[src/rtl/txhw_pkg.sv]
/*
 Package for the transmit and hardware setup register bank: offsets,
 field positions, reset values and encodings.
 Assumes a host that reaches the bank over a plain strobe port.
*/
// Summary of operation
// - Two-bit end-alignment field picks 4, 16 or 32 byte ends; 11 reserved.
// - Receive buffers are padded with DWORDs up to the chosen end alignment.
// - Writing 1 to bit 15 clears status FIFO pointers; bit self-clears.
// - Writing 1 to bit 14 clears data FIFO pointers; bit self-clears.
// - With overrun allowance 0, full status FIFO suspends transmission.
// - Status FIFO full interrupt ignores the overrun allowance bit.
// - While enable bit is 1, data in the transmit FIFO is sent.
// - After stop request and actual halt, hardware clears the enable bit.
// - Stop bit lets current frame finish, halts, then clears itself.
// - Writes to the stop bit are ignored while it reads 1.
// - Bit 24 is read-only sampled crossover strap level.
// - Transmit size field bits 19:16, reset 5, 1KB units, 2 to 14.
// - Status FIFO takes 512 bytes, data FIFO the rest of transmit space.
// - Receive FIFOs get 16KB minus the transmit allocation.
// - Clock source field bits 6:5 reset 00 selects internal, external, off.
// - Clock source field only affects clock selection, nothing else.
package txhw_pkg;
    localparam logic [7:0] TXHW_OFS_RX_ALIGN = 8'h6c;
    localparam logic [7:0] TXHW_OFS_TX_CTRL = 8'h70;
    localparam logic [7:0] TXHW_OFS_HW_SETUP = 8'h74;
    localparam int TXHW_ALIGN_LSB = 30;
    localparam int TXHW_STS_FLUSH_BIT = 15;
    localparam int TXHW_DAT_FLUSH_BIT = 14;
    localparam int TXHW_OVR_BIT = 2;
    localparam int TXHW_TXEN_BIT = 1;
    localparam int TXHW_STOP_BIT = 0;
    localparam int TXHW_STRAP_BIT = 24;
    localparam int TXHW_MBO_BIT = 20;
    localparam int TXHW_SIZE_LSB = 16;
    localparam int TXHW_CLK_LSB = 5;
    localparam logic [3:0] TXHW_SIZE_RST = 4'h5;
    localparam logic [3:0] TXHW_SIZE_MIN = 4'h2;
    localparam logic [3:0] TXHW_SIZE_MAX = 4'he;
    localparam logic [4:0] TXHW_TOTAL_KB = 5'h10;
    localparam logic [13:0] TXHW_STS_BYTES = 14'h0200;
    localparam logic [1:0] TXHW_CLK_RST = 2'h0;
    localparam logic [1:0] TXHW_ALIGN_RST = 2'h0;
    typedef enum logic [1:0] {
        TXHW_ALIGN_4 = 2'h0,
        TXHW_ALIGN_16 = 2'h1,
        TXHW_ALIGN_32 = 2'h2,
        TXHW_ALIGN_RSV = 2'h3
    } txhw_align_t;
    typedef enum logic [1:0] {
        TXHW_CLK_INT = 2'h0,
        TXHW_CLK_EXT = 2'h1,
        TXHW_CLK_OFF = 2'h2,
        TXHW_CLK_INT2 = 2'h3
    } txhw_clk_t;
endpackage

[src/rtl/txhw_pad_if.sv]
/*
 Interface between the bank and its end-padding counter.
 Assumes both ends on the same clock.
*/
`timescale 1ns/1ps
interface txhw_pad_if;
    logic [1:0] align;
    logic last;
    logic pad;
    modport bank (output align, output last, input pad);
    modport calc (input align, input last, output pad);
endinterface

[src/rtl/txhw_pad.sv]
/*
 End-padding sequencer: after the last real DWORD of a receive buffer,
 requests pad DWORDs until the chosen end alignment is met.
 Assumes one strobe per delivered DWORD on the same clock.
*/
`timescale 1ns/1ps
module txhw_pad
    import txhw_pkg::*;
(
    input wire logic clock,
    input wire logic rst,
    input wire logic dword_tick,
    txhw_pad_if.calc pif
);
    logic [2:0] pos_r;
    logic [2:0] mask;
    logic [2:0] pos_nxt;
    logic pad_r;
    logic aligned;

    // DWORDs per boundary minus one; reserved code falls back to 4 bytes
    assign mask = (pif.align == TXHW_ALIGN_16) ? 3'h3 :
                  (pif.align == TXHW_ALIGN_32) ? 3'h7 : 3'h0;
    assign pos_nxt = (pos_r + 3'h1) & mask;
    assign aligned = (pos_nxt == 3'h0);
    assign pif.pad = pad_r;

    // Position within the alignment block, padding after last DWORD
    always_ff @(posedge clock or posedge rst) begin
        if (rst) begin
            pos_r <= 3'h0;
            pad_r <= 1'b0;
        end else if (dword_tick) begin
            pos_r <= pos_nxt;
            pad_r <= (pif.last | pad_r) & ~aligned;
        end
    end

    // Padding must stop on the DWORD that closes the alignment block
    property p_pad_stop;
        @(posedge clock) disable iff (rst)
        dword_tick && aligned |=> !pad_r;
    endproperty
    a_pad_stop: assert property (p_pad_stop) else $error("padding ran past boundary");
endmodule

[src/rtl/txhw_regs.sv]
/*
 Transmit control and hardware setup register bank with the receive
 end-alignment field and the FIFO space split.
 Assumes a host on a plain strobe port on clock; the transmit engine
 reports frame activity and status FIFO state on the same clock.
 The crossover strap is an asynchronous pin.
*/
// Decided for this implementation: strobed register access.
`timescale 1ns/1ps
module txhw_regs
    import txhw_pkg::*;
(
    input wire logic clock,
    input wire logic rst,
    input wire logic [7:0] addr,
    input wire logic [31:0] wdata,
    input wire logic wr,
    input wire logic rd,
    output logic [31:0] rdata,
    input wire logic crossover_strap,
    input wire logic tx_busy,
    input wire logic sts_fifo_full,
    input wire logic rx_dword_tick,
    input wire logic rx_last,
    output logic rx_pad,
    output logic sts_fifo_clear,
    output logic dat_fifo_clear,
    output logic tx_run,
    output logic sts_full_event,
    output logic [13:0] tx_dat_bytes,
    output logic [13:0] rx_bytes,
    output logic [1:0] mii_clock_source,
    output logic [1:0] rx_align
);
    logic [1:0] align_r;
    logic ovr_r;
    logic txen_r;
    logic stop_r;
    logic sflush_r;
    logic dflush_r;
    logic mbo_r;
    logic [3:0] size_r;
    logic [1:0] clk_r;
    logic strap_s1_r;
    logic strap_s2_r;
    logic strap_r;
    logic strap_seen_r;
    logic run_r;
    logic full_r;
    logic [13:0] dat_r;
    logic [13:0] rxb_r;
    logic [31:0] rdata_r;
    logic [31:0] rdata_nxt;
    logic wr_align;
    logic wr_tx;
    logic wr_hw;
    logic halted;
    logic [3:0] size_nxt;
    logic [4:0] rx_kb;
    logic run_nxt;
    txhw_pad_if pif();

    // Address decode
    assign wr_align = wr & (addr == TXHW_OFS_RX_ALIGN);
    assign wr_tx = wr & (addr == TXHW_OFS_TX_CTRL);
    assign wr_hw = wr & (addr == TXHW_OFS_HW_SETUP);

    // Halted once a stop is pending and no frame remains in flight
    assign halted = stop_r & ~tx_busy;

    // Out-of-range sizes are clamped, so the split always stays legal
    assign size_nxt = (wdata[TXHW_SIZE_LSB +: 4] < TXHW_SIZE_MIN) ? TXHW_SIZE_MIN :
                      (wdata[TXHW_SIZE_LSB +: 4] > TXHW_SIZE_MAX) ? TXHW_SIZE_MAX :
                      wdata[TXHW_SIZE_LSB +: 4];
    assign rx_kb = TXHW_TOTAL_KB - {1'b0, size_r};

    // Send while enabled; stall on full status FIFO unless overrun allowed
    assign run_nxt = txen_r & ~halted & (ovr_r | ~sts_fifo_full);

    // Read mux; reserved bits read zero
    assign rdata_nxt = ~rd ? 32'h0 :
        (addr == TXHW_OFS_RX_ALIGN) ? {align_r, 30'h0} :
        (addr == TXHW_OFS_TX_CTRL) ? {16'h0, sflush_r, dflush_r, 11'h0, ovr_r, txen_r, stop_r} :
        (addr == TXHW_OFS_HW_SETUP) ? {7'h0, strap_r, 3'h0, mbo_r, size_r,
                                       9'h0, clk_r, 5'h0} : 32'h0;

    assign pif.align = align_r;
    assign pif.last = rx_last;

    txhw_pad u_pad (
        .clock(clock),
        .rst(rst),
        .dword_tick(rx_dword_tick),
        .pif(pif)
    );

    // Receive end-alignment field
    always_ff @(posedge clock or posedge rst) begin
        if (rst) begin
            align_r <= TXHW_ALIGN_RST;
        end else if (wr_align) begin
            align_r <= wdata[TXHW_ALIGN_LSB +: 2];
        end
    end

    // Self-clearing flush strobes, one cycle each
    always_ff @(posedge clock or posedge rst) begin
        if (rst) begin
            sflush_r <= 1'b0;
            dflush_r <= 1'b0;
        end else begin
            sflush_r <= wr_tx & wdata[TXHW_STS_FLUSH_BIT];
            dflush_r <= wr_tx & wdata[TXHW_DAT_FLUSH_BIT];
        end
    end

    // Overrun allowance and enable
    always_ff @(posedge clock or posedge rst) begin
        if (rst) begin
            ovr_r <= 1'b0;
            txen_r <= 1'b0;
        end else begin
            if (wr_tx) begin
                ovr_r <= wdata[TXHW_OVR_BIT];
            end
            // Hardware halt clear wins over a same-cycle software write
            if (halted) begin
                txen_r <= 1'b0;
            end else if (wr_tx) begin
                txen_r <= wdata[TXHW_TXEN_BIT];
            end
        end
    end

    // Stop request; writes locked out while it is set
    always_ff @(posedge clock or posedge rst) begin
        if (rst) begin
            stop_r <= 1'b0;
        end else if (halted) begin
            stop_r <= 1'b0;
        end else if (wr_tx && !stop_r) begin
            stop_r <= wdata[TXHW_STOP_BIT];
        end
    end

    // Hardware setup fields; host is trusted to have halted both engines
    always_ff @(posedge clock or posedge rst) begin
        if (rst) begin
            mbo_r <= 1'b0;
            size_r <= TXHW_SIZE_RST;
            clk_r <= TXHW_CLK_RST;
        end else if (wr_hw) begin
            mbo_r <= wdata[TXHW_MBO_BIT];
            size_r <= size_nxt;
            clk_r <= wdata[TXHW_CLK_LSB +: 2];
        end
    end

    // Strap synchroniser; the strap bit follows the two-flop synced level on every clock
    always_ff @(posedge clock or posedge rst) begin
        if (rst) begin
            strap_s1_r <= 1'b0;
            strap_s2_r <= 1'b0;
            strap_r <= 1'b0;
            strap_seen_r <= 1'b0;
        end else begin
            strap_s1_r <= crossover_strap;
            strap_s2_r <= strap_s1_r;
            strap_seen_r <= 1'b1;
            if (strap_seen_r == 1'b0 || strap_s2_r != strap_r) begin
                strap_r <= strap_s2_r;
            end
        end
    end

    // Engine-facing outputs, registered
    always_ff @(posedge clock or posedge rst) begin
        if (rst) begin
            run_r <= 1'b0;
            full_r <= 1'b0;
            dat_r <= 14'h0;
            rxb_r <= 14'h0;
        end else begin
            run_r <= run_nxt;
            full_r <= sts_fifo_full;
            dat_r <= {size_r, 10'h0} - TXHW_STS_BYTES;
            rxb_r <= {rx_kb[3:0], 10'h0};
        end
    end

    // Read data stands the cycle after the read strobe only
    always_ff @(posedge clock or posedge rst) begin
        if (rst) begin
            rdata_r <= 32'h0;
        end else begin
            rdata_r <= rdata_nxt;
        end
    end

    // Pad request registered to keep the output straight from a flop
    logic pad_q_r;
    always_ff @(posedge clock or posedge rst) begin
        if (rst) begin
            pad_q_r <= 1'b0;
        end else begin
            pad_q_r <= pif.pad;
        end
    end

    assign rdata = rdata_r;
    assign rx_pad = pad_q_r;
    assign sts_fifo_clear = sflush_r;
    assign dat_fifo_clear = dflush_r;
    assign tx_run = run_r;
    assign sts_full_event = full_r;
    assign tx_dat_bytes = dat_r;
    assign rx_bytes = rxb_r;
    assign mii_clock_source = clk_r;
    assign rx_align = align_r;

    // Checks on the halt handshake, flushes, split and clock select
    property p_stop_clear;
        @(posedge clock) disable iff (rst)
        stop_r && !tx_busy |=> !stop_r && !txen_r;
    endproperty
    a_stop_clear: assert property (p_stop_clear) else $error("halt did not clear bits");

    property p_stop_lock;
        @(posedge clock) disable iff (rst)
        stop_r && tx_busy |=> stop_r;
    endproperty
    a_stop_lock: assert property (p_stop_lock) else $error("stop bit dropped early");

    property p_stop_set;
        @(posedge clock) disable iff (rst)
        wr_tx && wdata[TXHW_STOP_BIT] && !stop_r |=> stop_r;
    endproperty
    a_stop_set: assert property (p_stop_set) else $error("stop request lost");

    // Frame in flight keeps running while the stop is pending
    property p_frame_finish;
        @(posedge clock) disable iff (rst)
        stop_r && tx_busy && txen_r && !sts_fifo_full |=> tx_run;
    endproperty
    a_frame_finish: assert property (p_frame_finish) else $error("frame cut by stop");

    // Back-to-back flush writes legally stretch the pulse
    property p_sflush;
        @(posedge clock) disable iff (rst)
        wr_tx && wdata[TXHW_STS_FLUSH_BIT] ##1 !(wr_tx && wdata[TXHW_STS_FLUSH_BIT])
        |-> sts_fifo_clear ##1 !sts_fifo_clear;
    endproperty
    a_sflush: assert property (p_sflush) else $error("status flush not one cycle");

    property p_dflush;
        @(posedge clock) disable iff (rst)
        wr_tx && wdata[TXHW_DAT_FLUSH_BIT] ##1 !(wr_tx && wdata[TXHW_DAT_FLUSH_BIT])
        |-> dat_fifo_clear ##1 !dat_fifo_clear;
    endproperty
    a_dflush: assert property (p_dflush) else $error("data flush not one cycle");

    property p_suspend;
        @(posedge clock) disable iff (rst)
        !ovr_r && sts_fifo_full |=> !tx_run;
    endproperty
    a_suspend: assert property (p_suspend) else $error("sent with full status FIFO");

    property p_full_evt;
        @(posedge clock) disable iff (rst)
        sts_fifo_full |=> sts_full_event;
    endproperty
    a_full_evt: assert property (p_full_evt) else $error("full event missed");

    property p_run;
        @(posedge clock) disable iff (rst)
        txen_r && !stop_r && ovr_r |=> tx_run;
    endproperty
    a_run: assert property (p_run) else $error("enabled but not running");

    property p_size;
        @(posedge clock) disable iff (rst)
        size_r >= TXHW_SIZE_MIN && size_r <= TXHW_SIZE_MAX;
    endproperty
    a_size: assert property (p_size) else $error("size out of range");

    // Data FIFO is whole kilobytes less the 512-byte status FIFO
    property p_dat_split;
        @(posedge clock) disable iff (rst)
        1'b1 |=> tx_dat_bytes == {$past(size_r) - 4'h1, 10'h200};
    endproperty
    a_dat_split: assert property (p_dat_split) else $error("data FIFO size wrong");

    property p_split;
        @(posedge clock) disable iff (rst)
        ##1 $stable(size_r) |=> ({4'h0, rx_bytes} + {4'h0, tx_dat_bytes}
        + {4'h0, TXHW_STS_BYTES}) == 18'h04000;
    endproperty
    a_split: assert property (p_split) else $error("split not 16KB");

    property p_clk_hold;
        @(posedge clock) disable iff (rst)
        !wr_hw |=> $stable(mii_clock_source);
    endproperty
    a_clk_hold: assert property (p_clk_hold) else $error("clock source moved");

    property p_clk_sel;
        @(posedge clock) disable iff (rst)
        wr_hw |=> mii_clock_source == $past(wdata[TXHW_CLK_LSB +: 2]);
    endproperty
    a_clk_sel: assert property (p_clk_sel) else $error("clock source write lost");

    // Strap bit is read-only: a write must not disturb the synced level
    property p_strap_ro;
        @(posedge clock) disable iff (rst)
        wr_hw |=> strap_r == $past(strap_s2_r);
    endproperty
    a_strap_ro: assert property (p_strap_ro) else $error("strap moved by write");

    property p_align_wr;
        @(posedge clock) disable iff (rst)
        wr_align |=> rx_align == $past(wdata[TXHW_ALIGN_LSB +: 2]);
    endproperty
    a_align_wr: assert property (p_align_wr) else $error("alignment write lost");

    // Read data only stands in the slot after a read strobe
    property p_rd_idle;
        @(posedge clock) disable iff (rst)
        !rd |=> rdata == 32'h0;
    endproperty
    a_rd_idle: assert property (p_rd_idle) else $error("read data outside read slot");
endmodule

[config.mk]
export PLATFORM = sky130hd
export DESIGN_NAME = txhw_regs
export DESIGN_NICKNAME = d
export VERILOG_FILES = /design/src/rtl/txhw_pkg.sv /design/src/rtl/txhw_pad_if.sv /design/src/rtl/txhw_pad.sv /design/src/rtl/txhw_regs.sv
export SDC_FILE = /design/constraint.sdc
export NUM_CORES = 1
export LEC_CHECK = 0
export BUFFER_PORTS_ARGS = -buffer_cell sky130_fd_sc_hd__buf_4
export CORE_MARGIN = 2
export CORE_UTILIZATION = 47
export DETAILED_ROUTE_END_ITERATION = 7
export PLACE_DENSITY = 0.82
export REMOVE_ABC_BUFFERS = 1
export SETUP_SLACK_MARGIN = 0.4
export SLEW_MARGIN = 10
export SYNTH_ARGS = -nofsm -noshare
export SYNTH_HDL_FRONTEND = slang
export SYNTH_SLANG_ARGS = --single-unit
[constraint.sdc]
create_clock -name clock -period 3.65 [get_ports clock]
set_input_delay 0.73 -clock clock [delete_from_list [all_inputs] [get_ports clock]]
set_output_delay 0.73 -clock clock [all_outputs]
set_load 0.005 [all_outputs]
# After elaboration in Yosys (flattened, before gate mapping)
# Index checks and enable logic that the tools add are counted.
# W data, S select, Z words.
[word_totals]
inputBits = 49
elab_cells = 67
romBits = 0
mem_bits_rw = 0
latch_bits = 0
ff_bits = 75
n_memories = 0
output_inout_bits = 69
[op_classes]
div_mod_pow = 0
mul = 0
n_shift = 0
reduce_logical = 6
addsub = 3
eq_ne = 6
n_mux = 12
bitwise = 17
order_cmp = 2
[op_table]
columns = ["op", "count"]
rows = [
  ["$mux W32", 2],
  ["$mux W25", 2],
  ["$eq A8 B7 Y1 const B", 3],
  ["$sub A14 B10 Y14 const B", 1],
  ["$and A1 B1 Y1", 9],
  ["$mux W4", 2],
  ["$mux W3", 2],
  ["$not A1 Y1", 5],
  ["$gt A4 B4 Y1 const B", 1],
  ["$lt A4 B2 Y1 const B", 1],
  ["$mux W1", 4],
  ["$reduce_bool A2 Y1", 2],
  ["$sub A1 B4 Y4 const A", 1],
  ["$add A3 B1 Y3 const B", 1],
  ["$and A3 B3 Y3", 1],
  ["$logic_not A3 Y1", 1],
  ["$eq A2 B1 Y1 const B", 1],
  ["$eq A2 B2 Y1 const B", 1],
  ["$or A1 B1 Y1", 2],
  ["$logic_and A1 B1 Y1", 1],
  ["$logic_not A1 Y1", 1],
  ["$logic_or A1 B1 Y1", 1],
  ["$ne A1 B1 Y1", 1],
]

# Logic depth before layout (Yosys ltp)
[logic_depth]
word_depth = 7
depth_mapped = 4
depth_no_buf = 4

# Hierarchy
# From an unflattened synthesis, not the netlist that was laid out.
[hier_totals]
cells_unflattened = 170
hier_area_um2 = 2068.2
[modules_own_cells]
columns = ["module", "cells_each", "area_each_um2", "instances", "seq_area_each_um2"]
rows = [
  ["txhw_regs", 148, 1858.0, 1, 1103.6],
  ["txhw_pad", 22, 210.2, 1, 100.1],
]

# Worst setup path after synthesis
# No wires, ideal clock.
[synth_timing]
path_kind = "input -> register"
startpoint = "input port addr[7]"
endpoint = "register mbo_r"
t_arrival_ns = 1.763
cell_stages = 3
required_time_ns = 3.525
n_path_buf = 0
path_slack_ns = 1.763
setup_time_ns = 0.125
cell_sequence = "nand4bb_4 > nor4_4 > mux2_2"
[synth_via]
elab_chain_cells = 2
[synth_rtl]
columns = ["item", "line", "source"]
rows = [
  ["start, declared", "txhw_regs.sv:15", "input wire logic [7:0] addr,"],
  ["$eq A8 B7 Y1", "txhw_regs.sv:66", "assign wr_hw = wr & (addr == TXHW_OFS_HW_SETUP);"],
  ["$and A1 B1 Y1", "txhw_regs.sv:66", ""],
  ["end signal, assigned", "txhw_regs.sv:153", "mbo_r <= wdata[TXHW_MBO_BIT];"],
  ["end, declared", "txhw_regs.sv:41", "logic mbo_r;"],
]
# Every way passes these cells.
# A chain may end at the register's enable or synchronous reset.

# Final worst setup path
[layout_timing]
startpoint = "input port addr[7]"
endpoint = "register size_r[3]"
[layout_via]
elab_chain_cells = 2
[layout_rtl]
columns = ["item", "line", "source"]
rows = [
  ["$eq A8 B7 Y1", "txhw_regs.sv:66", ""],
  ["$and A1 B1 Y1", "txhw_regs.sv:66", ""],
  ["end signal, assigned", "txhw_regs.sv:154", "size_r <= size_nxt;"],
  ["end, declared", "txhw_regs.sv:42", "logic [3:0] size_r;"],
]
# Every way passes these cells.

==> summary.md <==
The critical path data required time came out at 3.83 ns. The critical path is of the input pin to flop type. Wires add up to 3420 um. The number of port buffers was 63; the width of the chip was 71.0 um. The average size of a mapped cell came out at 12.1 um^2. The unique cell type count in the Yosys netlist is 33, and the minimum setup slack in the final design is 1.79 ns. The sequential-to-total area share from yosys stat was 57.0%; the power density relative to cell area was 367 nW/um^2. Across the VDD grid, the largest voltage drop is 178 uV. Dividing the detail-routed wire length by the instance count gives 11.6 um. The post-placement setup slack is 1.45 ns, and the number of max-slew violations in the final report is 0.

After layout, the worst path uses 51.1% of the clock period. The H-tree was split into 2 levels. The switching power as a share of total power was 23.1%; the share of synthesized registers carrying an async set or reset was 100%.

The run gives 5380 um as the wire length of the first global-routing pass. Via count of the first global-routing pass: 1222. Clock-pin slew was measured on the worst setup and hold paths at 0.09 ns.

Clock buffer count from CTS: 5. The run gives 287 as the post-placement cell count. The tools report the final number of hold-violating endpoints as 0. The sum of internal, switching and leakage power was 0.951 mW. The logs give 0 for the post-CTS setup buffer count and 1.38 nW for the leakage power summed over all cells.

The number of synthesized flops with an enable pin works out to 0. The fraction of power consumed by sequential logic is 58.7%. Setup repair after global routing left no endpoint under its margin. Yosys printed 0 warnings. The area growth from synthesis to final layout was 22.6%. The worst hold slack across all endpoints came out at 0.367 ns.

The instance count of the mapped netlist came out at 175. The predominant post-synthesis flop cell is sky130_fd_sc_hd__dfrtp_1. Global routing finished with a remaining overflow of 0. The final route contains 1282 vias. The maximum net fanout on the critical path works out to 7.

Path depth of the worst reg2reg path: 4. In the final layout, the share of cells above drive strength 1 is 35.0%. Combinational logic burns 10.0% of the power. For this design, the CTS-stage hold fixing added 0 buffers.

The library cells used most frequently in the layout, excluding fill and tap cells, are 64 x sky130_fd_sc_hd__buf_4, 46 x sky130_fd_sc_hd__dfrtp_1, 37 x sky130_fd_sc_hd__conb_1, 14 x sky130_fd_sc_hd__and2_1, 10 x sky130_fd_sc_hd__inv_1. The clock net in this run drives a total of 48 sinks. Pin slew with the least headroom to its limit: 0.956 ns. STA classifies the critical path startpoint as an input pin. TritonCTS built the clock tree. The tools report the data arrival time of the worst path as 2.04 ns.

Cell depth of the worst hold path: 0. For the floorplan core area, the log shows 4350 um^2. The first TritonRoute pass finished after 2 iterations.

The internal portion of total power is 0.732 mW, and the portion of total power attributed to the clock network is 31.3%. Using the TritonRoute via totals, the vias-per-cell ratio works out to 4.35. Global routing consumed, over all layers together, 13.7% of the routing resources.

The I/O pin count is 118. The run gives 0 as the initial antenna violation count. The vertical extent of the die works out to 71.0 um.

Setup violations remaining at the end of the flow were counted as 0. Effective utilization at floorplan: 48.5%. Once layout is complete, the cells apart from fillers number 295. Clock tree root buffer cell: sky130_fd_sc_hd__clkbuf_8. Routability-driven placement finished with a final weighted congestion of 0.690. Synthesized cell area: 2110 um^2. The flow ran to the end, and the final reports show no timing, DRC or antenna violations. At the end of the flow, the number of nets in the layout was 294.

0 antenna diodes ended up in the layout. The run gives 0 ns as the accumulated negative setup slack. The logs give 36.2% for the worst max-slew margin expressed relative to the limit and 5050 um^2 for the die area. The clock arrives with 0.00602 ns of skew. The number of design-rule violations left by the first detailed-router iteration was 52; the number of storage elements in the synthesis netlist was 48.

The clock reaches the later pin of the worst-skew pair after 0.29 ns. Entering global routing, the biggest net connects 49 pins. The maximum frequency from static timing analysis was 536 MHz; the total net switching power was 0.219 mW.

Gates resized during post-CTS repair numbered 0. The run gives 2640 um as the placed wire-length estimate after detailed placement. After detailed routing, the number of remaining DRC violations is 0. In this run the remaining antenna-violating nets after routing total 0. STA classifies the critical path endpoint as a flop.

The routed design could run at a clock period as short as 1.86 ns. The library cell used most frequently in the layout, excluding fill and tap cells, is sky130_fd_sc_hd__buf_4. The tightest min-delay check is of the flop to flop type.

The logs give 2 for the worst-case clock buffer depth and 0 for the number of max-capacitance violations reported. In this run the core area contains 24 standard-cell rows.
==> kinds of logic after synthesis <==
| kind of cell | after synthesis | synth area share, % |
|---|---|---|
| AOI/OAI and AO/OA | 8 | 2.19 |
| buffers and inverters | 50 | 15.5 |
| adders and majority gates | 3 | 1.78 |
| and+or+nand+nor | 50 | 16.2 |
| muxes | 12 | 6.16 |
| other | 2 | 0.356 |
| DFF | 48 | 57.0 |
| xor gates and xnor gates | 2 | 0.830 |
==> path summary, 6_finish.rpt <==
path / end / slack [ns] / startpoint
worst max-delay path: size_r[3] / 1.79 / addr[7]
worst min-delay path: strap_s2_r / 0.37 / strap_s1_r
worst max register to register: tx_dat_bytes[12] / 2.49 / size_r[0]
worst min register to register: strap_s2_r / 0.37 / strap_s1_r
max in group asynchronous: tx_dat_bytes[11] / 2.40 / rst
min in group asynchronous: mbo_r / 0.66 / rst
==> metrics by stage <==
step	utilization, %	instance area [um^2]
2_1_floorplan	-	1960
3_3_place_gp	57.5	2500
3_5_place_dp	57.5	2500
4_1_cts	59.5	2590
5_1_grt	59.5	2590
6_report	59.5	2590
==> critical path, cell delays in order <==
cell                        delay (ns)
sky130_fd_sc_hd__buf_4            0.12
sky130_fd_sc_hd__nand4bb_4        0.25
sky130_fd_sc_hd__nor4_4           0.54
sky130_fd_sc_hd__mux2_2           0.40
==> final cells by class <==
| cell class | instances | area (um^2) |
|---|---|---|
| Clock buffer | 6 | 72.6 |
| Clock inverter | 2 | 12.5 |
| Fill cell | 370 | 1770 |
| Inverter | 11 | 41.3 |
| Multi-Input combinational cell | 112 | 713 |
| Sequential cell | 48 | 1200 |
| Tap cell | 52 | 65.1 |
| Timing Repair Buffer | 64 | 480 |
==> Yosys cell counts, types with 3 or more instances <==
master / n / share of area [%]
sky130_fd_sc_hd__and2_1: 14 / 4.1
sky130_fd_sc_hd__and3_1: 4 / 1.2
sky130_fd_sc_hd__buf_4: 37 / 13
sky130_fd_sc_hd__dfrtp_1: 46 / 55
sky130_fd_sc_hd__ha_1: 3 / 1.8
sky130_fd_sc_hd__inv_1: 11 / 2.0
sky130_fd_sc_hd__mux2_2: 8 / 4.3
sky130_fd_sc_hd__mux2i_1: 4 / 1.9
sky130_fd_sc_hd__nand2_1: 6 / 1.1
sky130_fd_sc_hd__nand2b_1: 5 / 1.5
sky130_fd_sc_hd__nand3_1: 3 / 0.71
==> power groups by stage <==
| stage | registers, mW | logic [mW] | clock network [mW] |
|---|---|---|---|
| after floorplan | 0.569 | 0.0403 | 0 |
| after global placement | 0.568 | 0.0937 | 0 |
| after detailed placement | 0.569 | 0.0962 | 0 |
| after CTS | 0.558 | 0.0963 | 0.311 |
| after global routing | 0.560 | 0.108 | 0.331 |
| final | 0.558 | 0.0953 | 0.298 |
==> metal layers <==
metal,track usage (%),share of wire [%],routed length (um),vias to the layer above
li1,-,-,-,629
met1,14.9,37,1280,591
met2,24.8,53,1800,58
met3,5.13,8.7,298,4
met4,3.77,0.91,31,0
met5,0,0,0,-
==> registers in the layout, summed over array words and instances, names as in the netlist, 2 cells and up <==
signal and flops:
mii_clock_source 2, rdata 15, rx_align 2, rx_bytes 4, size_r 4, tx_dat_bytes 5, u_pad.pos_r 3
No activity file was read; power rests on OpenSTA's default activity.
